File: src/include/gdpc_cfg.svh
// gdpc_cfg.svh: timing constants of the gate driver controller
// assumes: included by the package and the controller modules
`ifndef GDPC_CFG_SVH
`define GDPC_CFG_SVH

// ----------------------------------------------------------------------
// clock
// ----------------------------------------------------------------------
`define GDPC_CLK_HZ          20000000
// ----------------------------------------------------------------------
// shutdown level hold, least 3.0 us, in ns
// ----------------------------------------------------------------------
`define GDPC_SHDN_HOLD_NS    3000
`define GDPC_SHDN_HOLD_CYC   ((`GDPC_SHDN_HOLD_NS * (`GDPC_CLK_HZ / 1000000) + 999) / 1000)
// ----------------------------------------------------------------------
// dead time, least 2 us, in ns
// ----------------------------------------------------------------------
`define GDPC_DEAD_NS         2000
`define GDPC_DEAD_CYC        ((`GDPC_DEAD_NS * (`GDPC_CLK_HZ / 1000000) + 999) / 1000)
// ----------------------------------------------------------------------
// restart wait, least 2 s, in ms
// ----------------------------------------------------------------------
`define GDPC_RESTART_MS      2000
`define GDPC_RESTART_CYC     (`GDPC_RESTART_MS * (`GDPC_CLK_HZ / 1000))
// ----------------------------------------------------------------------
// fault line filter on the controller side, 2.5 us in ns
// ----------------------------------------------------------------------
`define GDPC_FLT_NS          2500
`define GDPC_FLT_CYC         ((`GDPC_FLT_NS * (`GDPC_CLK_HZ / 1000000) + 999) / 1000)
// ----------------------------------------------------------------------
// phase count
// ----------------------------------------------------------------------
`define GDPC_PHASES          3

`endif

File: src/include/gdpc_pkg.sv
// gdpc_pkg.sv: types of the gate driver controller
// assumes: gdpc_cfg.svh on the include path
`include "gdpc_cfg.svh"
package gdpc_pkg;
  // ----------------------------------------------------------------------
  // controller states
  // ----------------------------------------------------------------------
  typedef enum logic [2:0] {
    GDPC_IDLE  = 3'b000,
    GDPC_RUN   = 3'b001,
    GDPC_TRIP  = 3'b010,
    GDPC_SHDN  = 3'b011,
    GDPC_WAIT  = 3'b100
  } gdpc_state_e;
  // ----------------------------------------------------------------------
  // per phase command pair
  // ----------------------------------------------------------------------
  typedef struct packed {
    logic high_side_cmd;
    logic low_side_cmd;
  } gdpc_phase_s;
  typedef gdpc_phase_s [`GDPC_PHASES-1:0] gdpc_cmd_t;
endpackage

File: src/hw/gdpc_ctrl.sv
// gdpc_ctrl.sv: motor controller end of a three phase gate driver
// assumes: fault line is open drain with pull-up; inputs synchronous to clk
//
// Summary of operation
// - remove all commands within fault hold time
// - fault line low from us shuts down
// - hold each shutdown level at least 3.0 us
// - on fault drive every command low promptly
// - wait 2 seconds before restarting switching
// - insert at least 2 us dead time
`timescale 1ns/10ps
`include "gdpc_cfg.svh"

module gdpc_ctrl
  import gdpc_pkg::*;
#(
  parameter int PHASES      = `GDPC_PHASES,
  parameter int RESTART_CYC = `GDPC_RESTART_CYC,
  parameter int SHDN_CYC    = `GDPC_SHDN_HOLD_CYC,
  parameter int FLT_CYC     = `GDPC_FLT_CYC,
  parameter int DEAD_CYC    = `GDPC_DEAD_CYC
) (
  input  wire logic      clk,
  input  wire logic      rst_n,
  input  wire logic      run_enable,
  input  wire logic      shutdown_req,
  input  wire gdpc_cmd_t want,
  input  wire logic      fault_line_in,
  output logic           fault_line_out,
  output logic           fault_line_oe,
  output gdpc_cmd_t      cmd,
  output logic           fault_seen,
  output logic           running
);
  // ----------------------------------------------------------------------
  // counter widths
  // ----------------------------------------------------------------------
  localparam int RW = $clog2(RESTART_CYC + 1);
  localparam int SW = $clog2(SHDN_CYC + 1);
  localparam int FW = $clog2(FLT_CYC + 1);

  // ----------------------------------------------------------------------
  // fault line sensing with glitch filter
  // ----------------------------------------------------------------------
  logic          line_f;
  logic          next_line_f;
  logic [FW-1:0] fcnt;
  logic [FW-1:0] next_fcnt;

  always_comb begin
    next_line_f = line_f;
    next_fcnt   = '0;
    if (fault_line_in != line_f) begin
      next_fcnt = fcnt + FW'(1);
      if (fcnt == FW'(FLT_CYC - 1)) begin
        next_line_f = fault_line_in;
        next_fcnt   = '0;
      end
    end
  end

  always_ff @(posedge clk) begin
    if (!rst_n) begin
      line_f <= 1'b1;
      fcnt   <= '0;
    end else begin
      line_f <= next_line_f;
      fcnt   <= next_fcnt;
    end
  end

  // ----------------------------------------------------------------------
  // controller state machine
  // ----------------------------------------------------------------------
  gdpc_state_e   state;
  gdpc_state_e   next_state;
  logic [RW-1:0] rcnt;
  logic [RW-1:0] next_rcnt;
  logic [SW-1:0] scnt;
  logic [SW-1:0] next_scnt;
  logic          drive_low;
  logic          next_drive_low;
  logic          next_fault_seen;
  logic          kill;

  // ----------------------------------------------------------------------
  // command kill
  // ----------------------------------------------------------------------
  // line low from any party is one wired-AND level
  assign kill = (state != GDPC_RUN) || !line_f || !fault_line_in;

  always_comb begin
    next_state      = state;
    next_rcnt       = rcnt;
    next_scnt       = (scnt != '0) ? scnt - SW'(1) : scnt;
    next_drive_low  = drive_low;
    next_fault_seen = fault_seen;
    case (state)
      GDPC_IDLE: begin
        if (run_enable && line_f && !shutdown_req) begin
          next_state = GDPC_RUN;
        end
      end

      GDPC_RUN: begin
        if (!line_f && !drive_low) begin
          next_state      = GDPC_TRIP;
          next_fault_seen = 1'b1;
        end else if (shutdown_req && scnt == '0) begin
          next_state     = GDPC_SHDN;
          next_drive_low = 1'b1;
          next_scnt      = SW'(SHDN_CYC);
        end else if (!run_enable) begin
          next_state = GDPC_IDLE;
        end
      end

      GDPC_SHDN: begin
        if (!shutdown_req && scnt == '0) begin
          next_drive_low = 1'b0;
          next_scnt      = SW'(SHDN_CYC);
          next_state     = GDPC_WAIT;
          next_rcnt      = RW'(RESTART_CYC);
        end
      end

      GDPC_TRIP: begin
        // commands already off; wait for line to return high
        if (line_f) begin
          next_state = GDPC_WAIT;
          next_rcnt  = RW'(RESTART_CYC);
        end
      end

      GDPC_WAIT: begin
        if (!line_f) begin
          next_rcnt = RW'(RESTART_CYC);
        end else if (rcnt != '0) begin
          next_rcnt = rcnt - RW'(1);
        end else if (scnt == '0) begin
          next_state      = GDPC_IDLE;
          next_fault_seen = 1'b0;
        end
      end

      default: begin
        next_state = GDPC_IDLE;
      end
    endcase
  end

  always_ff @(posedge clk) begin
    if (!rst_n) begin
      state      <= GDPC_IDLE;
      rcnt       <= '0;
      scnt       <= '0;
      drive_low  <= 1'b0;
      fault_seen <= 1'b0;
    end else begin
      state      <= next_state;
      rcnt       <= next_rcnt;
      scnt       <= next_scnt;
      drive_low  <= next_drive_low;
      fault_seen <= next_fault_seen;
    end
  end

  // ----------------------------------------------------------------------
  // registered pin and status outputs
  // ----------------------------------------------------------------------
  logic          next_fault_line_out;
  logic          next_fault_line_oe;
  logic          next_running;

  always_comb begin
    next_fault_line_out = 1'b0;
    next_fault_line_oe  = next_drive_low;
    next_running        = (next_state == GDPC_RUN);
  end

  always_ff @(posedge clk) begin
    if (!rst_n) begin
      fault_line_out <= 1'b0;
      fault_line_oe  <= 1'b0;
      running        <= 1'b0;
    end else begin
      fault_line_out <= next_fault_line_out;
      fault_line_oe  <= next_fault_line_oe;
      running        <= next_running;
    end
  end

  // ----------------------------------------------------------------------
  // per phase command pairs with dead time
  // ----------------------------------------------------------------------
  for (genvar p = 0; p < PHASES; p++) begin : g_ph
    gdpc_deadtime #(
      .DEAD_CYC (DEAD_CYC)
    ) u_dt (
      .clk   (clk),
      .rst_n (rst_n),
      .kill  (kill),
      .want  (want[p]),
      .cmd   (cmd[p])
    );
  end
endmodule

File: src/hw/gdpc_deadtime.sv
// gdpc_deadtime.sv: one phase dead time inserter
// assumes: wanted levels synchronous to clk; kill forces both sides off
`timescale 1ns/10ps
`include "gdpc_cfg.svh"

module gdpc_deadtime
  import gdpc_pkg::*;
#(
  parameter int DEAD_CYC = `GDPC_DEAD_CYC
) (
  input  wire logic        clk,
  input  wire logic        rst_n,
  input  wire logic        kill,
  input  wire gdpc_phase_s want,
  output gdpc_phase_s      cmd
);
  localparam int CW = $clog2(DEAD_CYC + 1);
  gdpc_phase_s   next_cmd;
  logic [CW-1:0] gap;
  logic [CW-1:0] next_gap;

  // ----------------------------------------------------------------------
  // both sides off for DEAD_CYC before either turns on
  // ----------------------------------------------------------------------
  always_comb begin
    next_cmd = cmd;
    next_gap = gap;
    if (kill || (want.high_side_cmd && want.low_side_cmd)) begin
      next_cmd = '0;
      next_gap = CW'(DEAD_CYC);
    end else if (cmd.high_side_cmd && !want.high_side_cmd) begin
      next_cmd.high_side_cmd = 1'b0;
      next_gap = CW'(DEAD_CYC);
    end else if (cmd.low_side_cmd && !want.low_side_cmd) begin
      next_cmd.low_side_cmd = 1'b0;
      next_gap = CW'(DEAD_CYC);
    end else if (gap != '0) begin
      next_gap = gap - CW'(1);
    end else begin
      next_cmd = want;
    end
  end

  always_ff @(posedge clk) begin
    if (!rst_n) begin
      cmd <= '0;
      gap <= CW'(DEAD_CYC);
    end else begin
      cmd <= next_cmd;
      gap <= next_gap;
    end
  end
endmodule

File: config.mk
export PLATFORM = sky130hd
export DESIGN_NAME = gdpc_ctrl
export DESIGN_NICKNAME = d
export VERILOG_FILES = /design/src/include/gdpc_pkg.sv /design/src/hw/gdpc_ctrl.sv /design/src/hw/gdpc_deadtime.sv
export VERILOG_INCLUDE_DIRS = /design/src /design/src/include
export SDC_FILE = /design/constraint.sdc
export NUM_CORES = 1
export LEC_CHECK = 0
export BUFFER_PORTS_ARGS = -buffer_cell sky130_fd_sc_hd__buf_2
export CAP_MARGIN = 20
export CELL_PAD_IN_SITES_DETAIL_PLACEMENT = 1
export CELL_PAD_IN_SITES_GLOBAL_PLACEMENT = 2
export CORE_UTILIZATION = 34
export DETAILED_ROUTE_END_ITERATION = 6
export PLACE_DENSITY_LB_ADDON = 0.1
export SLEW_MARGIN = 15
export SYNTH_ARGS = -nofsm -noshare
export SYNTH_HDL_FRONTEND = slang
export SYNTH_SLANG_ARGS = --single-unit
File: constraint.sdc
create_clock -name clk -period 2.1 [get_ports clk]
set_input_delay 0 -clock clk [delete_from_list [all_inputs] [get_ports clk]]
set_output_delay 0 -clock clk [all_outputs]
set_load 0.01 [all_outputs]
-- After elaboration in Yosys (flattened, before gate mapping)
Index checks and enable logic that the tools add are counted.
- flip-flop bits (word level): 69
- bits of input ports: 11
- output and inout port bits: 10
- add/subtract/negate cells: 6
- mux-type cells: 35
- eq/ne operators: 20
- reductions and logical operators: 59
- bitwise operators: 11
- operators with widths (kind ; count):
    $mux 26 ; 4
    $pmux 26 s3 ; 1
    $mux 3 ; 9
    $reduce_bool 26->1 ; 1
    $sub 26x1->26 const B ; 1
    $mux 6 ; 4
    $reduce_bool 6->1 ; 4
    $sub 6x1->6 const B ; 4
    $ne 2x2->1 const B ; 8
    $pmux 3 s5 ; 1
    $logic_and 1x1->1 ; 14
    $reduce_and 2->1 ; 7
    $mux 1 ; 13
    $pmux 6 s2 ; 1
    $reduce_or 3->1 ; 4
    $reduce_or 4->1 ; 3
    $not 1->1 ; 11
    $logic_not 1->1 ; 10
    $reduce_and 4->1 ; 2
    $add 6x1->6 const B ; 1
    $eq 3x1->1 const B ; 2
    $eq 3x2->1 const B ; 2
    $eq 6x6->1 const B ; 1
    $logic_not 6->1 ; 1
    12 further kinds ; 22

-- Longest topological paths before layout
- depth in word-level cells: 6
- mapped depth: 9
- depth with buffers taken out: 7

-- Hierarchy
Synthesis repeated with hierarchy kept, for this count alone.
- cell total of the unflattened synthesis: 466
- area, all modules: 3846.2 µm²
- modules (own cells, without submodules) (module ; cells each ; times used ; area an instance (µm²)):
    gdpc_ctrl ; 322 ; 1 ; 2566.2
    gdpc_deadtime ; 48 ; 3 ; 426.7

-- Worst setup path after synthesis
Ideal clock, no wire load.
- path kind: register to register
- start point: register rcnt[0]
- end point: register rcnt[1]
- setup time: 0.070 ns
- slack: 0.134 ns
- arrival: 1.896 ns
- buffers on the path: 1
- stages on the path, launching flop included: 9
- period minus slack after synthesis: 1.966 ns
- required time: 2.030 ns
- path through: dfxtp_1 -> inv_1 -> ha_1 -> nor4b_1 -> and4b_1 -> clkbuf_1 -> and4b_4 -> or4_1 -> a21oi_1
- cells in the longest elaborated chain, start to end: 4
- elaborated cells on any way between the ends: 7
- ends and longest elaborated chain (element ; line ; RTL):
    start, declared ; gdpc_ctrl.sv:77 ; logic [RW-1:0] rcnt;
    start signal, assigned ; gdpc_ctrl.sv:161 ; rcnt <= next_rcnt;
    $sub 26x1->26 ; gdpc_ctrl.sv:139 ; next_rcnt = rcnt - RW'(1);
    $mux 26 ; gdpc_ctrl.sv:138 ; end else if (rcnt != '0) begin
    $mux 26 ; gdpc_ctrl.sv:136 ; if (!line_f) begin
    $pmux 26 s3 ; gdpc_ctrl.sv:98 ; case (state)
Several ways; a longest one is shown, not always the timed one. The select of a mux whose other input is x is not followed.
A chain may end at the register's enable or synchronous reset.

-- Final worst setup path
- start point: register state[2]
- end point: register, netlist name g_ph[2].u_dt.cmd[0]
- cells in the longest elaborated chain, start to end: 5
- ends and longest elaborated chain (element ; line ; RTL):
    start, declared ; gdpc_ctrl.sv:75 ; gdpc_state_e state;
    start signal, assigned ; gdpc_ctrl.sv:160 ; state <= next_state;
    $ne 3x1->1 ; gdpc_ctrl.sv:90 ; assign kill = (state != GDPC_RUN) || !line_f || !fault_line_in;
    $logic_or 1x1->1 (2 in series) ; gdpc_ctrl.sv:90 ;
    $logic_or 1x1->1 ; gdpc_deadtime.sv:28 ; if (kill || (want.high_side_cmd && want.low_side_cmd)) begin
    $reduce_or 2->1 (no line) ; -- ;
Every way passes these cells.

==> impl_metrics.toml <==
[timing]
timing.fmax_ghz = 0.500
layout_worst_path_cycle_share_pct = 95.3
hold_viol = 0
tns_ps = 0
setup_repair_after_global_routing_missed_its_margin = "true"
setup_viol = 0
finalMaxSlewViolations = 0
period_minus_slack_ps = 2000
clock_skew_ps = 10.4

[worst_setup_path]
worst_path_most_repeated_cell = "sky130_fd_sc_hd__buf_4"
timing_worst_setup_path_type = "flop to flop"
r2r_setup_slack_ps = 100
worst_path_max_delay_cell = "sky130_fd_sc_hd__dlygate4sd3_1"
worst_r2r_endpoint = "g_ph[2].u_dt.cmd[0]$_SDFFE_PP0P_"
worst_setup_path_start_kind = "flop"
timing.critical_path.buf_inv = 3
critical-path-max-stage-delay_ps = 590
critical_path_peak_fanout = 9
r2r-start = "state[2]$_SDFF_PN0_"
worst_setup_path_end_kind = "flop"
timing.critical_path.required_ps = 2390
crit_arrival_ps = 2300
cp_top_family = "buffers and inverters"
reg2reg_depth = 6
chain_of_cells_forming_the_critical_path = "buf_4 > nor2_2 > nand4_1 > buf_4 > nor4_1 > dlygate4sd3_1"

[synthesis]
syn_area_per_cell_um2 = 8.53
post_synth_inst_count = 423
yosys_register_bits = 69
synth_seq_area_share_pct = 38.3
netlist_area_um2 = 3610
asyncSetResetFlopFracSynth_pct = 0
yosysWarnings = 0
synth.net_count = 442
synth_edf_count = 0
synth_flop_cell = "sky130_fd_sc_hd__dfxtp_1"
netlist-cell-type-count = 68

[detailed_routing]
drt_iter0_markers = 172
detailed_route_wire_length_um = 9970
detailedRoute.firstPassIterationCount = 4
route.vias.total = 3364
drc_errors = 0
antenna_violating_nets_post_route = 0
routed_wire_length_per_instance_um = 15.8
detail_route.vias_per_cell = 5.34

[placed_design]
numPortBuffers = 19
post-dp-hpwl_um = 7050
globalplace.congestion = 0.775
placed_instance_area_um2 = 4020

[floorplan]
core_area_um2 = 10300
number_of_ports_placed_on_the_die_boundary = 21
fp.dieArea_um2 = 11000
effective_utilization_at_floorplan_pct = 34.9
dieHeight_um = 105
die_w_um = 105
fp-row-count = 37

[finish]
nets_finish = 508
fin_area_um2 = 4470
ratio_of_cells_with_drive_above_1_in_the_final_layout_pct = 22.1
diodes = 0
area_growth_syn_to_layout_pct = 23.8

[global_route]
maximum_number_of_pins_on_one_net_before_global_route_repair = 17
wire_length_of_the_first_global_routing_pass_um = 16600
antenna_found_initial = 0
grt_util_overall_pct = 19.0
via_count_of_the_first_global_routing_pass = 3463
grt-ovfl-total = 0

[clock_tree]
clock_sink_count = 69
cts.reportedPaths.clkPinSlew_ps = 80
ctsHtreeMaxLevel = 3
cts-buffers-inserted = 9
clk-insertion-delay-late_ps = 350
clock_tree_from_tritoncts = "done"
clock-root-buffer = "sky130_fd_sc_hd__clkbuf_8"
cts_max_path_buffers = 2

[power]
worst_ir_drop_vdd_v = 0.000525
p_leak_uw = 0.00176
power_per_cell_area_nw_per_um2 = 1040

[run_status]
outcome = "finished clean"

[min_path]
timing.hold.worst.class = "input port to flop"
hold_end = "state[1]$_SDFF_PN0_"
hold_path_startpoint = "shutdown_req"
hold-path-cell-count = 4

[run]
max-cap-violations = 0
==> cell usage after synthesis (3+ instances only) <==
cell                       count  share of area, %
sky130_fd_sc_hd__mux2i_1       3              0.83
sky130_fd_sc_hd__o22ai_1       3              0.52
sky130_fd_sc_hd__nand4_1       4              0.69
sky130_fd_sc_hd__nor4b_1       4              0.97
sky130_fd_sc_hd__a211oi_1      4              0.83
sky130_fd_sc_hd__and3_1        5              0.87
sky130_fd_sc_hd__nand2_1      25               2.6
sky130_fd_sc_hd__inv_1        31               3.2
sky130_fd_sc_hd__o21ai_0      11               1.5
sky130_fd_sc_hd__nor4_1       12               2.1
sky130_fd_sc_hd__a31oi_1      17               2.9
sky130_fd_sc_hd__or3_1         4              0.69
sky130_fd_sc_hd__a311oi_1     10               2.4
sky130_fd_sc_hd__o21ai_1       7              0.97
sky130_fd_sc_hd__clkbuf_1      4              0.42
sky130_fd_sc_hd__o21bai_1      3              0.62
sky130_fd_sc_hd__a21oi_1      39               5.4
sky130_fd_sc_hd__or4_1         3              0.62
sky130_fd_sc_hd__nor3_1       24               3.3
sky130_fd_sc_hd__buf_4         4              0.83
sky130_fd_sc_hd__a211o_1       5               1.2
sky130_fd_sc_hd__xnor2_1      13               3.2
sky130_fd_sc_hd__dfxtp_1      69                38
sky130_fd_sc_hd__ha_1          8               2.8
sky130_fd_sc_hd__nand3_1       4              0.55
sky130_fd_sc_hd__nand2b_1      7               1.2
sky130_fd_sc_hd__nor2_1       42               4.4
sky130_fd_sc_hd__xor2_1        4              0.97
sky130_fd_sc_hd__buf_2         5              0.69
==> cells by family after synthesis <==
logic type / count (synthesis) / synth area share (%)
AND/OR/NAND/NOR: 160 / 25.8
AO/OA/AOI/OAI: 117 / 21.9
flip-flops: 69 / 38.3
buffers and inverters: 48 / 6.17
XOR/XNOR: 17 / 4.13
adder cells (fa/ha/maj): 8 / 2.77
multiplexers: 3 / 0.832
other: 1 / 0.104
==> worst register-to-register path, cell delays in order, from the launching register on <==
cell                            delay (ps)
sky130_fd_sc_hd__dfxtp_1               370
sky130_fd_sc_hd__buf_4                 180
sky130_fd_sc_hd__nor2_2                170
sky130_fd_sc_hd__nand4_1               150
sky130_fd_sc_hd__buf_4                 200
sky130_fd_sc_hd__nor4_1                270
sky130_fd_sc_hd__dlygate4sd3_1         590
==> cells in the final DEF (no fill, tap or decap), types with 5 or more instances in the layout <==
master,netlist,routed
sky130_fd_sc_hd__and3_1,5,5
sky130_fd_sc_hd__inv_1,31,31
sky130_fd_sc_hd__o21ai_0,11,11
sky130_fd_sc_hd__a21oi_1,39,38
sky130_fd_sc_hd__nand2_1,25,24
sky130_fd_sc_hd__ha_1,8,6
sky130_fd_sc_hd__xnor2_1,13,13
sky130_fd_sc_hd__buf_4,4,41
sky130_fd_sc_hd__clkbuf_8,0,12
sky130_fd_sc_hd__nor4_1,12,10
sky130_fd_sc_hd__nor3_1,24,24
sky130_fd_sc_hd__dfxtp_1,69,67
sky130_fd_sc_hd__buf_2,5,19
sky130_fd_sc_hd__dlygate4sd3_1,0,11
sky130_fd_sc_hd__a211o_1,5,5
sky130_fd_sc_hd__a311oi_1,10,10
sky130_fd_sc_hd__nor2_1,42,41
sky130_fd_sc_hd__o21ai_1,7,7
sky130_fd_sc_hd__a31oi_1,17,17
sky130_fd_sc_hd__nand2b_1,7,7
==> layer usage <==
layer	part of all wire, %	wire length, µm	track usage (%)	vias to the layer above
met1	49	4910	23.5	1639
met2	48	4740	32.4	28
li1	-	-	-	1685
met5	0	0	0	-
met4	1.5	150	8.45	0
met3	1.7	165	2.99	12
==> final cells by class <==
class | instances | area (µm²)
inverter | 31 | 116
multi-input combinational | 306 | 2050
clock buffer | 13 | 169
timing repair buffer | 72 | 533
clock inverter | 3 | 42.5
sequential | 69 | 1380
tap | 136 | 170
fill | 1223 | 5860
==> state kept, by name, summed over array words and instances (netlist names) <==
register / cells
fcnt: 6
fault_line_oe: 1
g_ph.u_dt.gap: 18
fault_seen: 1
scnt: 6
g_ph.u_dt.cmd: 6
state: 3
running: 1
line_f: 1
rcnt: 26
==> per-stage QoR <==
stage / cells / utilization [%] / total power, µW / hold slack, ps / setup slack [ps]
floorplan: 423 / - / 2820 / 76.7 / 134
global placement: 595 / 39.0 / 3320 / 217 / 67.5
detailed placement: 595 / 39.0 / 3360 / 217 / 1.39
CTS: 623 / 42.3 / 4570 / 140 / 18.8
global route: 630 / 43.3 / 4970 / 182 / -48.2
finish: 630 / 43.3 / 4660 / 162 / 98.3
==> worst max path at each step <==
stage / to / depth (start not counted) / slack [ps] / startpoint
floorplan: rcnt[1]$_SDFFE_PN0P_ / 8 / 130 / rcnt[0]$_SDFFE_PN0P_
global placement: rcnt[10]$_SDFFE_PN0P_ / 7 / 70 / rcnt[0]$_SDFFE_PN0P_
detailed placement: rcnt[10]$_SDFFE_PN0P_ / 7 / 1 / rcnt[0]$_SDFFE_PN0P_
CTS: g_ph[1].u_dt.cmd[1]$_SDFFE_PP0P_ / 6 / 20 / state[0]$_SDFF_PN0_
global route: rcnt[25]$_SDFFE_PN0P_ / 5 / -50 / rcnt[4]$_SDFFE_PN0P_
finish: g_ph[2].u_dt.cmd[0]$_SDFFE_PP0P_ / 6 / 100 / state[2]$_SDFF_PN0_
==> report_power, final <==
part           internal (µW)  switching [µW]
clock                    645             521
combinational            832            1120
sequential              1420             117
total                   2900            1760
==> what timing repair did <==
action	in CTS	in global routing
hold buffers	11	0
gates resized for setup	0	13
buffers inserted	1	7
pin swaps	1	1
hold endpoints to repair	7	0
endpoints found under the setup margin	1	28
No activity file was read; power rests on OpenSTA's default activity.
